<file path="config.mk">
export PLATFORM = sky130hd
export DESIGN_NAME = hpmbx_top
export DESIGN_NICKNAME = d
export VERILOG_FILES = /design/src/pkg/hpmbx_pkg.sv /design/src/rtl/hpmbx_top.sv /design/src/rtl/hpmbx_flags.sv
export SDC_FILE = /design/constraint.sdc
export NUM_CORES = 1
export LEC_CHECK = 0
export ABC_AREA = 1
export BUFFER_PORTS_ARGS = -buffer_cell sky130_fd_sc_hd__buf_2
export CELL_PAD_IN_SITES_DETAIL_PLACEMENT = 1
export CELL_PAD_IN_SITES_GLOBAL_PLACEMENT = 2
export CORE_UTILIZATION = 23
export DETAILED_ROUTE_END_ITERATION = 16
export PLACE_DENSITY_LB_ADDON = 0.1
export SYNTH_ARGS = -nofsm -noshare
export SYNTH_HDL_FRONTEND = slang
export SYNTH_SLANG_ARGS = --single-unit
</file>
<file path="constraint.sdc">
create_clock -name core_clk -period 1.7 [get_ports core_clk]
set_clock_uncertainty 0.15 [all_clocks]
set_input_delay 0.17 -clock core_clk [delete_from_list [all_inputs] [get_ports core_clk]]
set_output_delay 0.17 -clock core_clk [all_outputs]
set_load 0.005 [all_outputs]
</file>
<file path="src/pkg/hpmbx_pkg.sv">
// Constants shared by the host port mailbox and status block.
`default_nettype none
package hpmbx_pkg;
  // Data width of the mailbox and of the status word.
  localparam int unsigned DATA_W = 16;
  // On-chip CPU addresses of the mailbox and the two engine message registers.
  localparam logic [15:0] MBX_ADDR      = 16'hc0c6;
  localparam logic [15:0] ENG1_MSG_ADDR = 16'h0144;
  localparam logic [15:0] ENG2_MSG_ADDR = 16'h0148;
  // Reset value of the mailbox.
  localparam logic [15:0] MBX_RESET     = 16'h0000;
  // Field positions in the host-side status word.
  localparam int unsigned ST_BUS_POWER  = 15;
  localparam int unsigned ST_OTG_ID     = 14;
  localparam int unsigned ST_FRAME2     = 12;
  localparam int unsigned ST_FRAME1     = 10;
  localparam int unsigned ST_BUSRESET2  = 9;
  localparam int unsigned ST_MBX_IN     = 8;
  localparam int unsigned ST_WAKEUP2    = 7;
  localparam int unsigned ST_WAKEUP1    = 6;
  localparam int unsigned ST_ENG2_MSG   = 5;
  localparam int unsigned ST_ENG1_MSG   = 4;
  localparam int unsigned ST_COMPLETE2  = 3;
  localparam int unsigned ST_COMPLETE1  = 2;
  localparam int unsigned ST_BUSRESET1  = 1;
  localparam int unsigned ST_MBX_OUT    = 0;
  // Field positions in the interrupt routing word (a 1 sends the event to the host port).
  localparam int unsigned RT_BUS_POWER  = 15;
  localparam int unsigned RT_OTG_ID     = 14;
  localparam int unsigned RT_FRAME2     = 13;
  localparam int unsigned RT_FRAME1     = 11;
  localparam int unsigned RT_BUSRESET2  = 9;
  localparam int unsigned RT_WAKEUP2    = 7;
  localparam int unsigned RT_WAKEUP1    = 6;
  localparam int unsigned RT_COMPLETE2  = 3;
  localparam int unsigned RT_COMPLETE1  = 2;
  localparam int unsigned RT_BUSRESET1  = 1;
  // Engine event vector layout, also the order of the CPU-side event outputs.
  localparam int unsigned EV_N          = 10;
  localparam int unsigned EV_BUS_POWER  = 9;
  localparam int unsigned EV_OTG_ID     = 8;
  localparam int unsigned EV_FRAME2     = 7;
  localparam int unsigned EV_FRAME1     = 6;
  localparam int unsigned EV_BUSRESET2  = 5;
  localparam int unsigned EV_WAKEUP2    = 4;
  localparam int unsigned EV_WAKEUP1    = 3;
  localparam int unsigned EV_COMPLETE2  = 2;
  localparam int unsigned EV_COMPLETE1  = 1;
  localparam int unsigned EV_BUSRESET1  = 0;
  // Sticky flag vector layout inside the block.
  localparam int unsigned FL_N          = 6;
  localparam int unsigned FL_MBX_IN     = 5;
  localparam int unsigned FL_MBX_OUT    = 4;
  localparam int unsigned FL_RX_FULL    = 3;
  localparam int unsigned FL_TX_EMPTY   = 2;
  localparam int unsigned FL_ENG2_MSG   = 1;
  localparam int unsigned FL_ENG1_MSG   = 0;
  // Bus power settling time for software, in nanoseconds, and its count of 40 ns cycles.
  localparam int unsigned CLK_PERIOD_NS   = 40;
  localparam int unsigned BUS_POWER_WAIT_NS = 10000;
  localparam int unsigned BUS_POWER_WAIT_CYC =
    (BUS_POWER_WAIT_NS + CLK_PERIOD_NS - 1) / CLK_PERIOD_NS;
endpackage
`default_nettype wire

</file>
<file path="src/rtl/hpmbx_top.sv">
// Host port mailbox, message flags and host-side status word.
// Function
// - Host mailbox write raises CPU receive-full interrupt.
// - Host mailbox read raises CPU transmit-empty interrupt.
// - CPU mailbox write asserts host interrupt line.
// - Mailbox holds and returns full 16 bits.
// - Status word is host-only and read-only.
// - Status reads start no CPU memory cycle.
// - Bit 15 shows bus power above threshold.
// - Bit 14 shows the OTG identity pin.
// - Bits 12, 10 flag frame-marker events.
// - Bits 9, 1 flag bus reset events.
// - Bit 8 set while incoming message waits.
// - Bits 7, 6 flag wakeup events.
// - Bits 5, 4 flag engine message writes.
// - Bits 3, 2 flag packet or endpoint completion.
// - Bit 0 set while outgoing message waits.
// - Any message register write sets flag, host interrupt.
// - Routed engine events go to host, not CPU.
// - Mailbox at CPU address 0xc0c6, resets zero.
`timescale 1ns/1ps
`default_nettype none
module hpmbx_top #(
  parameter int unsigned DW = hpmbx_pkg::DATA_W
) (
  input  wire logic                   core_clk,               // System clock, 25 MHz.
  input  wire logic                   sys_rst,                // Synchronous reset, active high.
  input  wire logic [15:0]            cpu_addr,               // CPU word address.
  input  wire logic                   cpu_wr,                 // CPU write strobe.
  input  wire logic                   cpu_rd,                 // CPU read strobe.
  input  wire logic [DW-1:0]          cpu_wdata,              // CPU write data.
  output logic      [DW-1:0]          cpu_rdata,              // CPU read data, mailbox or zero.
  input  wire logic                   rx_full_irq_en,         // Enable of the receive-full interrupt.
  input  wire logic                   tx_empty_irq_en,        // Enable of the transmit-empty interrupt.
  output logic                        cpu_receive_full_irq,   // CPU receive-full interrupt.
  output logic                        cpu_transmit_empty_irq, // CPU transmit-empty interrupt.
  input  wire logic                   host_mbx_wr,            // Host port mailbox write strobe.
  input  wire logic                   host_mbx_rd,            // Host port mailbox read strobe.
  input  wire logic                   host_status_rd,         // Host port status word read strobe.
  input  wire logic [DW-1:0]          host_wdata,             // Host port write data.
  output logic      [DW-1:0]          host_mbx_rdata,         // Mailbox word seen by the host.
  output logic      [DW-1:0]          host_status_word,       // Status word seen by the host.
  output logic                        host_mem_cycle,         // Pulse: host access used a CPU cycle.
  output logic                        host_irq_out,           // Host interrupt line, active high.
  input  wire logic [15:0]            route_sel,              // Interrupt routing word.
  input  wire logic [hpmbx_pkg::EV_N-1:0] engine_irq,         // Engine interrupt levels.
  input  wire logic                   bus_power_above,        // Bus power comparator output.
  input  wire logic                   otg_id_pin,             // OTG identity pin level.
  output logic [hpmbx_pkg::EV_N-1:0]  cpu_engine_irq          // Engine interrupts left to the CPU.
);
  // Address decode shared by the write and read paths.
  function automatic logic addr_hit(input logic [15:0] a, input logic [15:0] b);
    addr_hit = (a == b);
  endfunction

  wire cpu_mbx_wr  = cpu_wr & addr_hit(cpu_addr, hpmbx_pkg::MBX_ADDR);
  wire cpu_mbx_rd  = cpu_rd & addr_hit(cpu_addr, hpmbx_pkg::MBX_ADDR);
  wire eng1_msg_wr = cpu_wr & addr_hit(cpu_addr, hpmbx_pkg::ENG1_MSG_ADDR);
  wire eng2_msg_wr = cpu_wr & addr_hit(cpu_addr, hpmbx_pkg::ENG2_MSG_ADDR);

  logic [DW-1:0] mbx_reg;
  logic [DW-1:0] mbx_next;
  logic [DW-1:0] cpu_rdata_reg;
  logic [DW-1:0] status_reg;
  logic [DW-1:0] status_next;
  logic          host_irq_reg;
  logic          host_irq_next;
  logic          rx_irq_reg;
  logic          tx_irq_reg;
  logic          mem_cycle_reg;
  logic [hpmbx_pkg::EV_N-1:0] cpu_ev_reg;
  logic [hpmbx_pkg::EV_N-1:0] routed;
  logic [hpmbx_pkg::FL_N-1:0] fl_set;
  logic [hpmbx_pkg::FL_N-1:0] fl_clr;
  logic [hpmbx_pkg::FL_N-1:0] flags;

  // Mailbox data: a CPU write overrides a host write in the same cycle.
  assign mbx_next = cpu_mbx_wr  ? cpu_wdata :
                    host_mbx_wr ? host_wdata : mbx_reg;

  // Flag set and clear sources; the flag cells let a set beat a clear.
  assign fl_set[hpmbx_pkg::FL_MBX_IN]   = host_mbx_wr;
  assign fl_clr[hpmbx_pkg::FL_MBX_IN]   = cpu_mbx_rd;
  assign fl_set[hpmbx_pkg::FL_MBX_OUT]  = cpu_mbx_wr;
  assign fl_clr[hpmbx_pkg::FL_MBX_OUT]  = host_mbx_rd;
  assign fl_set[hpmbx_pkg::FL_RX_FULL]  = host_mbx_wr;
  assign fl_clr[hpmbx_pkg::FL_RX_FULL]  = cpu_mbx_rd;
  assign fl_set[hpmbx_pkg::FL_TX_EMPTY] = host_mbx_rd;
  assign fl_clr[hpmbx_pkg::FL_TX_EMPTY] = cpu_mbx_wr;
  assign fl_set[hpmbx_pkg::FL_ENG2_MSG] = eng2_msg_wr;
  assign fl_clr[hpmbx_pkg::FL_ENG2_MSG] = host_status_rd;
  assign fl_set[hpmbx_pkg::FL_ENG1_MSG] = eng1_msg_wr;
  assign fl_clr[hpmbx_pkg::FL_ENG1_MSG] = host_status_rd;

  hpmbx_flags #(
    .WIDTH (hpmbx_pkg::FL_N)
  ) u_flags (
    .core_clk (core_clk),
    .sys_rst  (sys_rst),
    .set_i    (fl_set),
    .clr_i    (fl_clr),
    .flag_o   (flags)
  );

  // Engine events split by the routing word between host port and CPU.
  assign routed[hpmbx_pkg::EV_BUS_POWER] = route_sel[hpmbx_pkg::RT_BUS_POWER];
  assign routed[hpmbx_pkg::EV_OTG_ID]    = route_sel[hpmbx_pkg::RT_OTG_ID];
  assign routed[hpmbx_pkg::EV_FRAME2]    = route_sel[hpmbx_pkg::RT_FRAME2];
  assign routed[hpmbx_pkg::EV_FRAME1]    = route_sel[hpmbx_pkg::RT_FRAME1];
  assign routed[hpmbx_pkg::EV_BUSRESET2] = route_sel[hpmbx_pkg::RT_BUSRESET2];
  assign routed[hpmbx_pkg::EV_WAKEUP2]   = route_sel[hpmbx_pkg::RT_WAKEUP2];
  assign routed[hpmbx_pkg::EV_WAKEUP1]   = route_sel[hpmbx_pkg::RT_WAKEUP1];
  assign routed[hpmbx_pkg::EV_COMPLETE2] = route_sel[hpmbx_pkg::RT_COMPLETE2];
  assign routed[hpmbx_pkg::EV_COMPLETE1] = route_sel[hpmbx_pkg::RT_COMPLETE1];
  assign routed[hpmbx_pkg::EV_BUSRESET1] = route_sel[hpmbx_pkg::RT_BUSRESET1];

  wire [hpmbx_pkg::EV_N-1:0] ev_host = engine_irq & routed;
  wire [hpmbx_pkg::EV_N-1:0] ev_cpu  = engine_irq & ~routed;

  // Status word assembly; reserved bits 13 and 11 read zero.
  always_comb
  begin
    status_next = '0;
    status_next[hpmbx_pkg::ST_BUS_POWER] = bus_power_above;
    status_next[hpmbx_pkg::ST_OTG_ID]    = otg_id_pin;
    status_next[hpmbx_pkg::ST_FRAME2]    = ev_host[hpmbx_pkg::EV_FRAME2];
    status_next[hpmbx_pkg::ST_FRAME1]    = ev_host[hpmbx_pkg::EV_FRAME1];
    status_next[hpmbx_pkg::ST_BUSRESET2] = ev_host[hpmbx_pkg::EV_BUSRESET2];
    status_next[hpmbx_pkg::ST_BUSRESET1] = ev_host[hpmbx_pkg::EV_BUSRESET1];
    status_next[hpmbx_pkg::ST_MBX_IN]    = flags[hpmbx_pkg::FL_MBX_IN];
    status_next[hpmbx_pkg::ST_WAKEUP2]   = ev_host[hpmbx_pkg::EV_WAKEUP2];
    status_next[hpmbx_pkg::ST_WAKEUP1]   = ev_host[hpmbx_pkg::EV_WAKEUP1];
    status_next[hpmbx_pkg::ST_ENG2_MSG]  = flags[hpmbx_pkg::FL_ENG2_MSG];
    status_next[hpmbx_pkg::ST_ENG1_MSG]  = flags[hpmbx_pkg::FL_ENG1_MSG];
    status_next[hpmbx_pkg::ST_COMPLETE2] = ev_host[hpmbx_pkg::EV_COMPLETE2];
    status_next[hpmbx_pkg::ST_COMPLETE1] = ev_host[hpmbx_pkg::EV_COMPLETE1];
    status_next[hpmbx_pkg::ST_MBX_OUT]   = flags[hpmbx_pkg::FL_MBX_OUT];
  end

  // Host interrupt: outgoing mail, message flags and any routed engine event.
  assign host_irq_next = flags[hpmbx_pkg::FL_MBX_OUT] | flags[hpmbx_pkg::FL_ENG2_MSG]
                       | flags[hpmbx_pkg::FL_ENG1_MSG] | (|ev_host);

  // Mailbox register and the CPU read port, which never sees the status word.
  always_ff @(posedge core_clk)
  begin
    if (sys_rst)
    begin
      mbx_reg       <= hpmbx_pkg::MBX_RESET;
      cpu_rdata_reg <= '0;
    end
    else
    begin
      mbx_reg       <= mbx_next;
      cpu_rdata_reg <= cpu_mbx_rd ? mbx_reg : '0;
    end
  end

  // Output flip-flops for status, interrupts and the host cycle pulse.
  always_ff @(posedge core_clk)
  begin
    if (sys_rst)
    begin
      status_reg    <= '0;
      host_irq_reg  <= 1'b0;
      rx_irq_reg    <= 1'b0;
      tx_irq_reg    <= 1'b0;
      mem_cycle_reg <= 1'b0;
      cpu_ev_reg    <= '0;
    end
    else
    begin
      status_reg    <= status_next;
      host_irq_reg  <= host_irq_next;
      rx_irq_reg    <= flags[hpmbx_pkg::FL_RX_FULL] & rx_full_irq_en;
      tx_irq_reg    <= flags[hpmbx_pkg::FL_TX_EMPTY] & tx_empty_irq_en;
      mem_cycle_reg <= host_mbx_wr | host_mbx_rd;
      cpu_ev_reg    <= ev_cpu;
    end
  end

  assign cpu_rdata              = cpu_rdata_reg;
  assign host_mbx_rdata         = mbx_reg;
  assign host_status_word       = status_reg;
  assign host_irq_out           = host_irq_reg;
  assign cpu_receive_full_irq   = rx_irq_reg;
  assign cpu_transmit_empty_irq = tx_irq_reg;
  assign host_mem_cycle         = mem_cycle_reg;
  assign cpu_engine_irq         = cpu_ev_reg;
endmodule
`default_nettype wire

</file>
<file path="src/rtl/hpmbx_flags.sv">
// Bank of sticky flags in which a set always wins over a clear.
`timescale 1ns/1ps
`default_nettype none
module hpmbx_flags #(
  parameter int unsigned WIDTH = 6
) (
  input  wire logic             core_clk,  // System clock.
  input  wire logic             sys_rst,   // Synchronous reset, active high.
  input  wire logic [WIDTH-1:0] set_i,     // Set pulses, one per flag.
  input  wire logic [WIDTH-1:0] clr_i,     // Clear pulses, one per flag.
  output logic      [WIDTH-1:0] flag_o     // Flag levels, straight from flip-flops.
);
  logic [WIDTH-1:0] flag_reg;
  logic [WIDTH-1:0] flag_next;

  // Each flag repeats the same set-dominant cell.
  genvar i;
  generate
    for (i = 0; i < WIDTH; i++)
    begin : g_flag
      assign flag_next[i] = set_i[i] | (flag_reg[i] & ~clr_i[i]);
    end
  endgenerate

  // Flags clear on reset and otherwise follow their next value.
  always_ff @(posedge core_clk)
  begin
    if (sys_rst)
      flag_reg <= '0;
    else
      flag_reg <= flag_next;
  end

  assign flag_o = flag_reg;
endmodule
`default_nettype wire

</file>
# Word-level counts from Yosys, hierarchy flattened
# Cells that the tools add are included.
word_totals:
  reg_bits: 68
  input_bits: 85
  output_inout_bits: 62
  wordCells: 47
op_classes:
  eq_ne: 3
  n_mux: 2
  n_bitwise: 29
  n_reduce_logical: 3
ops:
  columns: ["operator", "n"]
  rows:
  - ["equality test 16 x 9 -> 1 bit (second input constant)", 2]
  - ["two-way mux 16 bit", 2]
  - ["AND 10 bit", 2]
  - ["equality test 16 bit (second input constant)", 1]
  - ["AND 1 bit", 12]
  - ["inverter 10 bit", 1]
  - ["bitwise OR 1 bit", 10]
  - ["OR reduction 10 bit", 1]
  - ["inverter 1 bit", 4]
  - ["nonzero test 2 bit", 1]
  - ["OR reduction 2 bit", 1]

# Longest topological paths before layout
# Gate-level depths: netlist (run 1).
depth:
  word_depth: 5
  mapped_depth: 9
  ltp_nobuf: 8

# Cells and area by module
# Synthesis (run 1) repeated with hierarchy kept, for this count alone.
unflattened:
  cells_unflattened: 348
  hier_area_um2: 2600.0
by_module_without_submodules:
  columns: ["mod", "instances", "cells_each", "area_per_inst_um2", "seq_area_each_um2"]
  rows:
  - ["hpmbx_top", 1, 318, 2382.3, 1201.2]
  - ["hpmbx_flags", 1, 30, 217.7, 120.1]

# Worst setup path before layout (run 1)
# No wires, ideal clock.
synth_timing:
  kind: "input port to flip-flop"
  startpoint: "in cpu_addr[11]"
  endpoint: "reg cpu_rdata_reg[10] (netlist: cpu_rdata[10])"
  arrival_time_ns: 1.063
  slack_ns: 0.426
  path_stages: 7
  n_path_buf: 1
  path_cell_list: "nor2_1 -> nand2_2 -> nor2_8 -> and3_4 -> nand2_4 -> buf_12 -> nor2_4"
synth_via:
  elab_chain_len: 4
synth_lines:
  columns: ["item", "line", "text"]
  rows:
  - ["start: declaration", "hpmbx_top.sv:28", "input wire logic [15:0] cpu_addr,"]
  - ["equality test 16 bit", "hpmbx_top.sv:53", "addr_hit = (a == b);"]
  - ["AND 1 bit", "hpmbx_top.sv:57", "wire cpu_mbx_rd = cpu_rd & addr_hit(cpu_addr, hpmbx_pkg::MBX_ADDR);"]
  - ["inverter 1 bit", null, null]
  - ["OR reduction 2 bit (no source line)", null, null]
  - ["end signal: assignment", "hpmbx_top.sv:155", "cpu_rdata_reg <= cpu_mbx_rd ? mbx_reg : '0;"]
  - ["end: declaration", "hpmbx_top.sv:63", "logic [DW-1:0] cpu_rdata_reg;"]
# Every way passes these cells.
# A chain may end at the register's enable or synchronous reset.

==> flow_metrics.tcl, run 1 <==
set metrics [dict create \
    drive_gt1_frac 0.351 \
    syn_area_um2 2640 \
    ys_types 26 \
    antenna_found_initial 0 \
    cp.arrival_ns 1.57 \
    seq_area_frac_synth 0.500 \
    path_class "in2reg" \
    p_leak_nw 2.17 \
    synth_ff_type "dfxtp_1" \
    max_cap_viol_count 0 \
    max_stage_delay_ns 0.56 \
    via_count 2678 \
    drcViolationCount 0 \
    cp-startpoint "sys_rst" \
    cp_data_required_time_ns 1.77 \
    crit_cells 6 \
    synth_top_area_frac 0.500 \
    die_area_um2 11900 \
    clock_path_buffers 2 \
    tns_ns 0 \
    post-route-period-util 0.886 \
    max_freq_mhz 664 \
    slew_violations 0 \
    synthCells 337 \
    start_util 0.240 \
    slew_headroom 0.614 \
    drt-pass1-iter-count 4 \
    rsz0062_at_grt "no" \
    synthArstFlopShare 0 \
    die_y_um 109 \
    num_rows 38 \
    syn_to_final_growth_pct 56.0 \
    whs_ns 0.00655 \
    grt_pass1_wl_um 13200 \
    hold_viol 0 \
    timing.rr.end "u_flags.flag_o[1]" \
    reg2reg_slack_ns 0.34 \
    num_io_pins 147 \
    peakVddDrop_v 0.000412 \
    routabilityCongestion 0.714 \
    synth_most_common_cell "nand2_1" \
    drt_iter0_drc 75 \
    ys_ff_latch 66 \
    synth_area_leaders "dfxtp_1, nand2_1, inv_1" \
    root_buffer "clkbuf_16" \
    fin_util 0.374 \
    cts_tree "built" \
    port_buffers 138 \
    critPathSlowestCell "dlygate4sd3_1" \
    critPathLaunchType "input port" \
    postRouteAntennaNets 0 \
    clk_pin_slew_ns 0.06 \
    grt_start_max_net_pins 35 \
    cts_buffers 9 \
    min_period_ns 1.51 \
    yosysWarnings 0 \
    wirelength_um 8290 \
    worstPathCellList "buf_2 -> inv_1 -> buf_4 -> nand2_1 -> nor2_1 -> dlygate4sd3_1" \
    power.density_nw_per_um2 971 \
    track_usage 0.149 \
    die_w_um 109 \
    endpoint_kind "flop" \
    nNetsFinal 596 \
    clock_latency_ns 0.33 \
    diodes 0 \
    wl_per_cell_um 12.6 \
    synth_common_cells "nand2_1, dfxtp_1, inv_1, nor2_1, nand4_1" \
    reg2reg_depth 5 \
    cp_max_fo 14 \
    syn_area_per_cell_um2 7.85 \
    min_path_type "in2reg" \
    hpwl_um 5870 \
    setup_viol 0 \
    reg2reg_from "u_flags.flag_o[1]" \
    synth-edff-count 0 \
    crit_buf_inv 4 \
    htreeDepth 3 \
    core-area_um2 11000 \
    status "complete, no violations" \
    crit_end "cpu_engine_irq[1]" \
    detail_route.vias_per_cell 4.08 \
    gr-total-overflow 0 \
    grt_pass1_vias 2731 \
    critPathTopFamily "buffers and inverters" \
    max_slew.worst_pin.slew_ns 0.579 \
    cts.sinks 66 \
    synth_largest_area_cell "dfxtp_1" \
]
through the flow:
| stage | instances | setup WS (ns) | power (W) | cell area, um^2 |
|---|---|---|---|---|
| after detailed placement | 605 | 0.0941 | 0.00199 | 3450 |
| after CTS | 656 | 0.197 | 0.00408 | 4120 |
| after global placement | 605 | 0.127 | 0.00199 | 3450 |
| final | 656 | 0.194 | 0.00401 | 4120 |
| after floorplan | 338 | 0.426 | 0.00181 | 2650 |
| after global routing | 656 | 0.0206 | 0.00420 | 4120 |
cell families (layout without fill, tap and decap cells):
logic type             count (synthesis)  count (layout)  share of synthesized area
and+or+nand+nor                      179             179                      0.340
AOI/OAI and AO/OA                     24              24                     0.0464
buffers and inverters                 67             245                      0.112
DFF                                   66              66                      0.500
other                                  1               2                    0.00142
tightest hold or removal path: stages:
cell and delay [ns]:
buf_2 0.10, nor2_2 0.05, nand2_1 0.04, o21ai_0 0.07
where the power goes:
group          switching [W]  internal (W)  leakage, nW
Sequential         0.0000249       0.00160        0.540
Clock               0.000676       0.00132        0.156
Combinational       0.000188      0.000198         1.48
layer usage:
layer / part of all wire / vias up / track usage
li1: - / 1385 / -
met1: 0.45 / 1192 / 0.176
met2: 0.47 / 89 / 0.252
met3: 0.063 / 12 / 0.0395
met4: 0.020 / 0 / 0.0686
met5: 0 / - / 0
final cells by class:
type	instances	area (um^2)
Inverter	49	184
Fill cell	1363	6910
Clock buffer	11	243
Clock inverter	5	77.6
Timing Repair Buffer	180	1090
Multi-Input combinational cell	205	1030
Sequential cell	66	1320
Tap cell	140	175
worst min path at each step:
stage                             start           endpoint  slack [ns]  cells after the start
final                       cpu_addr[3]  u_flags.flag_o[0]       0.007                      4
after global routing        cpu_addr[3]  u_flags.flag_o[0]        0.03                      4
after CTS                   cpu_addr[3]  u_flags.flag_o[0]       0.001                      4
after detailed placement  route_sel[14]  cpu_engine_irq[8]        0.19                      2
after global placement     route_sel[2]  cpu_engine_irq[1]        0.19                      2
after floorplan            route_sel[1]  cpu_engine_irq[0]        0.09                      1
cells in the final DEF (no fill, tap or decap):
master / Yosys / routed
nand4_1: 19 / 19
inv_1: 49 / 49
clkbuf_8: 0 / 1
a21oi_1: 17 / 17
nor2_4: 10 / 10
clkbuf_16: 0 / 9
nor2_1: 37 / 37
buf_2: 5 / 138
nor2_2: 2 / 2
nand2_1: 81 / 81
clkinv_2: 0 / 2
nand3_1: 18 / 18
or2_2: 1 / 1
clkbuf_1: 7 / 1
nor3b_1: 1 / 1
buf_4: 2 / 7
dlygate4sd3_1: 0 / 35
nor2_8: 2 / 2
nand2_2: 3 / 3
and3_4: 1 / 1
conb_1: 1 / 2
nand2_4: 1 / 1
o21ai_0: 6 / 5
o31ai_1: 1 / 1
nor3_1: 2 / 2
nand3_4: 1 / 1
clkinvlp_4: 0 / 1
dfxtp_1: 66 / 66
o21ai_1: 0 / 1
bufinv_16: 0 / 2
what timing repair did:
item	CTS	global route
hold buffers	35	0
setup endpoints to repair	0	1
setup buffers	0	0
endpoints found under the hold margin	27	0
resized for setup	0	1
Power figures use the tool's default switching activity.
==> run 2, diff against run 1 <==
- ABC_AREA: 1 -> not set
- CORE_UTILIZATION: 23 -> 24
- RECOVER_POWER: not set -> 50
==> flow_metrics.tcl, run 2 <==
set metrics [dict create \
    status "complete, no violations" \
    hold_viol 0 \
    synth_largest_area_cell "dfxtp_1" \
    synth-compound-area-share 0.103 \
    drive_gt1_frac 0.304 \
    syn_to_final_growth_pct 63.7 \
    grt_pass1_vias 2373 \
    setup_slack_ns 0.0791 \
    htreeDepth 3 \
    synth-edff-count 0 \
    rsz0062_at_grt "no" \
    drt-pass1-iter-count 4 \
    grt_pass1_wl_um 11400 \
    wirelength_um 7370 \
    setup_viol 0 \
    root_buffer "clkbuf_8" \
    yosysWarnings 0 \
    ys_ff_latch 66 \
    synthArstFlopShare 0 \
    via_count 2394 \
    cts_tree "built" \
    routabilityCongestion 0.678 \
    detail_route.vias_per_cell 4.27 \
    pre_cts_ws_ns -0.00204 \
    syn_area_um2 2400 \
    clock_latency_ns 0.34 \
    endpoint_kind "flop" \
    clk_pin_slew_ns 0.08 \
    mostFrequentLayoutCell "buf_2" \
    max_cap_viol_count 0 \
    tns_ns 0 \
    start_util 0.247 \
    synth_common_cells "dfxtp_1, a21oi_1, o21ai_1" \
    critPathLaunchType "input port" \
    synth_most_common_cell "dfxtp_1" \
    nNetsFinal 508 \
    antenna_found_initial 0 \
    postRouteAntennaNets 0 \
    synthAdderAreaFrac 0 \
    clock_path_buffers 2 \
    synth-simple-area-share 0.221 \
    synth_top_family_by_area "simple AND/OR/NAND/NOR gates" \
    muxShareOfSynthArea 0.0751 \
    synth_area_leaders "dfxtp_1, mux2_1, and2_1" \
    die_w_um 102 \
    seq_area_frac_synth 0.551 \
    ys_types 33 \
    drt_iter0_drc 34 \
    cts_buffers 9 \
    wl_per_cell_um 13.1 \
    max_freq_mhz 617 \
    path_class "in2reg" \
    synth-xor-area-share 0 \
    power.density_nw_per_um2 853 \
    hpwl_um 5180 \
    grt_start_max_net_pins 32 \
    synthCells 229 \
    cp_max_fo 17 \
    power_w 0.00335 \
    layout_common_cells "buf_2, dfxtp_1, dlygate4sd3_1" \
    whs_ns 0.0352 \
    num_rows 36 \
    cts.sinks 66 \
    slew_violations 0 \
    die_y_um 102 \
    min_path_type "in2reg" \
    postLayoutCellArea_um2 3930 \
    port_buffers 138 \
    num_io_pins 147 \
    die_area_um2 10400 \
    peakVddDrop_v 0.000352 \
    placed_area_um2 3240 \
    post-route-period-util 0.953 \
    min_period_ns 1.62 \
    synth_top_area_frac 0.551 \
    syn_area_per_cell_um2 10.5 \
    drcViolationCount 0 \
    track_usage 0.146 \
    core-area_um2 9730 \
    gr-total-overflow 0 \
    p_leak_nw 1.75 \
    diodes 0 \
    synth_ff_type "dfxtp_1" \
    cp_data_required_time_ns 1.77 \
    cp.arrival_ns 1.69 \
]
-- run 2: critical path: stages --
cell and delay [ns]:
dlygate4sd3_1 0.52, buf_2 0.12, nand4b_1 0.14, or3_1 0.35, buf_6 0.17, o21ai_1 0.13
a21oi_1 0.08
-- run 2: stage by stage --
stage	std cells	utilization
4_1_cts	560	0.407
3_5_place_dp	493	0.333
3_3_place_gp	493	0.333
5_1_grt	561	0.404
6_report	561	0.404
2_1_floorplan	230	-
-- run 2: timing repair --
item | 4_1_cts | 5_1_grt
endpoints found under the hold margin | 42 | 0
resized for setup | 0 | 2
endpoints found under the setup margin | 0 | 32
buffers inserted | 0 | 1
hold buffers | 51 | 0
-- run 2: cell type report --
cell class              instances  area, um^2
clock buffers                  10         138
clock inverters                 6        66.3
fillers                      1206        5800
inverters                       4        15.0
multi-input cells             144         970
flip-flops and latches         66        1320
well taps                     133         166
repair buffers                198        1250
-- run 2: power by group --
| part | leakage [nW] | total, W | switching, W | internal (W) |
|---|---|---|---|---|
| registers | 0.540 | 0.00162 | 0.0000213 | 0.00160 |
| logic | 1.11 | 0.000382 | 0.000149 | 0.000233 |
| clock network | 0.0945 | 0.00135 | 0.000632 | 0.000716 |
-- run 2: path summary, 6_finish.rpt --
path | depth (start not counted) | slack, ns | endpoint | start
setup / recovery | 7 | 0.08 | host_mbx_rdata[5] | cpu_addr[2]
hold / removal | 2 | 0.04 | host_mbx_rdata[0] | sys_rst
setup reg to reg | 2 | 0.66 | host_irq_out | u_flags.flag_o[1]
hold reg to reg | 2 | 0.29 | cpu_receive_full_irq | u_flags.flag_o[3]
-- run 2: logic make-up (layout without fill, tap and decap cells) --
kind of cell / Yosys count / after routing
AND/OR/NAND/NOR: 83 / 83
flip-flops: 66 / 66
AO/OA/AOI/OAI: 43 / 43
buffers and inverters: 20 / 218
multiplexers: 16 / 16
other: 1 / 2
-- run 2: per-layer routing --
metal / vias to the layer above / global-route usage / routed length, um
li1: 1196 / - / -
met1: 1111 / 0.162 / 3130
met2: 78 / 0.259 / 3660
met3: 9 / 0.0472 / 461
met4: 0 / 0.0593 / 117
met5: - / 0 / 0
==> run 3, diff against run 2 <==
- CELL_PAD_IN_SITES_DETAIL_PLACEMENT: 1 -> not set
- CELL_PAD_IN_SITES_GLOBAL_PLACEMENT: 2 -> not set
- CORE_MARGIN: not set -> 5
- CORE_UTILIZATION: 24 -> 29
- PLACE_DENSITY: not set -> 0.63
- PLACE_DENSITY_LB_ADDON: 0.1 -> not set
==> flow_metrics.tcl, run 3 (synthesized netlist as in run 2, its figures left out) <==
set metrics [dict create \
    p_comb_frac 0.104 \
    num_io_pins 147 \
    max_cap_viol_count 0 \
    max_freq_mhz 652 \
    min_path_type "in2reg" \
    mostFrequentLayoutCell "buf_2" \
    layout_common_cells "buf_2, dfxtp_1, dlygate4sd3_1" \
    p_leak_nw 1.78 \
    track_usage 0.143 \
    slew_violations 0 \
    endpoint_kind "flop" \
    cts_tree "built" \
    placed_area_um2 3200 \
    cts_resized 0 \
    postRouteAntennaNets 0 \
    tns_ns 0 \
    cts_buffers 9 \
    grt_start_max_net_pins 27 \
    routabilityCongestion 0.720 \
    peakVddDrop_v 0.000470 \
    cp_max_fo 2 \
    nNetsFinal 508 \
    grt_pass1_vias 2451 \
    status "complete, no violations" \
    cp-startpoint "route_sel[14]" \
    post-route-period-util 0.902 \
    seqPwrFrac 0.449 \
    die_y_um 101 \
    root_buffer "clkbuf_8" \
    core-area_um2 8130 \
    critPathLaunchType "input port" \
    htreeDepth 3 \
    min_period_ns 1.53 \
    gr-total-overflow 0 \
    p_sw_frac 0.211 \
    fin_util 0.482 \
    hold_viol 0 \
    num_rows 33 \
    port_buffers 138 \
    setup_viol 0 \
    setup_slack_ns 0.166 \
    internal_power_w 0.00285 \
    clock_latency_ns 0.33 \
    clock_path_buffers 2 \
    clk_pin_slew_ns 0.07 \
    whs_ns 0.0386 \
    cts_setup_buffers 0 \
    drt_iter0_drc 67 \
    crit_end "cpu_engine_irq[8]" \
    rsz0062_at_grt "no" \
    die_w_um 101 \
    postLayoutCellArea_um2 3920 \
    reg2reg_from "host_mbx_rdata[15]" \
    cp_data_required_time_ns 1.83 \
    cp.arrival_ns 1.66 \
    diodes 0 \
    drcViolationCount 0 \
    wl_per_cell_um 13.6 \
    reg2reg_slack_ns 0.66 \
    antenna_found_initial 0 \
    grt_pass1_wl_um 11400 \
    wirelength_um 7250 \
    via_count 2402 \
    cts.sinks 66 \
    drive_gt1_frac 0.299 \
    pre_cts_ws_ns 0.0226 \
    detail_route.vias_per_cell 4.51 \
    p_switching_w 0.000763 \
    power.density_nw_per_um2 922 \
    path_class "in2reg" \
    syn_to_final_growth_pct 63.2 \
    clockPowerShare 0.447 \
    reg2reg_depth 3 \
    start_util 0.295 \
    timing.rr.end "host_mbx_rdata[15]" \
    die_area_um2 10200 \
    hpwl_um 5070 \
    drt-pass1-iter-count 4 \
]
-- run 3: stage by stage --
| step | std cells | total power, W |
|---|---|---|
| floorplan | 230 | 0.00178 |
| global placement | 465 | 0.00195 |
| detailed placement | 465 | 0.00195 |
| CTS | 533 | 0.00366 |
| global route | 533 | 0.00377 |
| finish | 533 | 0.00361 |
-- run 3: final cells by class --
cell class	instances	area (um^2)
Multi-Input combinational cell	144	966
Clock buffer	12	145
Sequential cell	66	1320
Fill cell	806	4220
Timing Repair Buffer	198	1240
Inverter	4	15.0
Clock inverter	4	98.8
Tap cell	105	131
-- run 3: timing repair --
action | 4_1_cts | 5_1_grt
endpoints found under the setup margin | 0 | 0
hold buffers | 52 | 0
hold endpoints to repair | 42 | 0
-- run 3: power by group through the flow --
stage | Sequential (W) | Clock, W | Combinational [W]
2_1_floorplan | 0.00166 | 0 | 0.000117
3_3_place_gp | 0.00165 | 0 | 0.000290
3_5_place_dp | 0.00166 | 0 | 0.000297
4_1_cts | 0.00162 | 0.00165 | 0.000384
5_1_grt | 0.00163 | 0.00173 | 0.000414
6_report | 0.00162 | 0.00161 | 0.000377
-- run 3: how the worst min path moves through the flow --
| stage | start | cells past startpoint | end | slack (ns) |
|---|---|---|---|---|
| after CTS | host_status_rd | 3 | u_flags.flag_o[1] | 0.02 |
| after global routing | host_status_rd | 3 | u_flags.flag_o[1] | 0.04 |
| after detailed placement | route_sel[14] | 2 | cpu_engine_irq[8] | 0.20 |
| final | host_status_rd | 3 | u_flags.flag_o[1] | 0.04 |
| after floorplan | route_sel[1] | 1 | cpu_engine_irq[0] | 0.1 |
| after global placement | route_sel[14] | 2 | cpu_engine_irq[8] | 0.20 |
-- run 3: critical path: stages --
cell and delay (ns):
dlygate4sd3_1 0.54, buf_2 0.13, nor3b_1 0.23, dlygate4sd3_1 0.59
-- run 3: layer usage --
layer  wire [um]  share of wire  track usage
met3         675          0.093       0.0498
met1        2760           0.38        0.154
met2        3690           0.51        0.255
met5           0              0            0
met4         126          0.017       0.0552
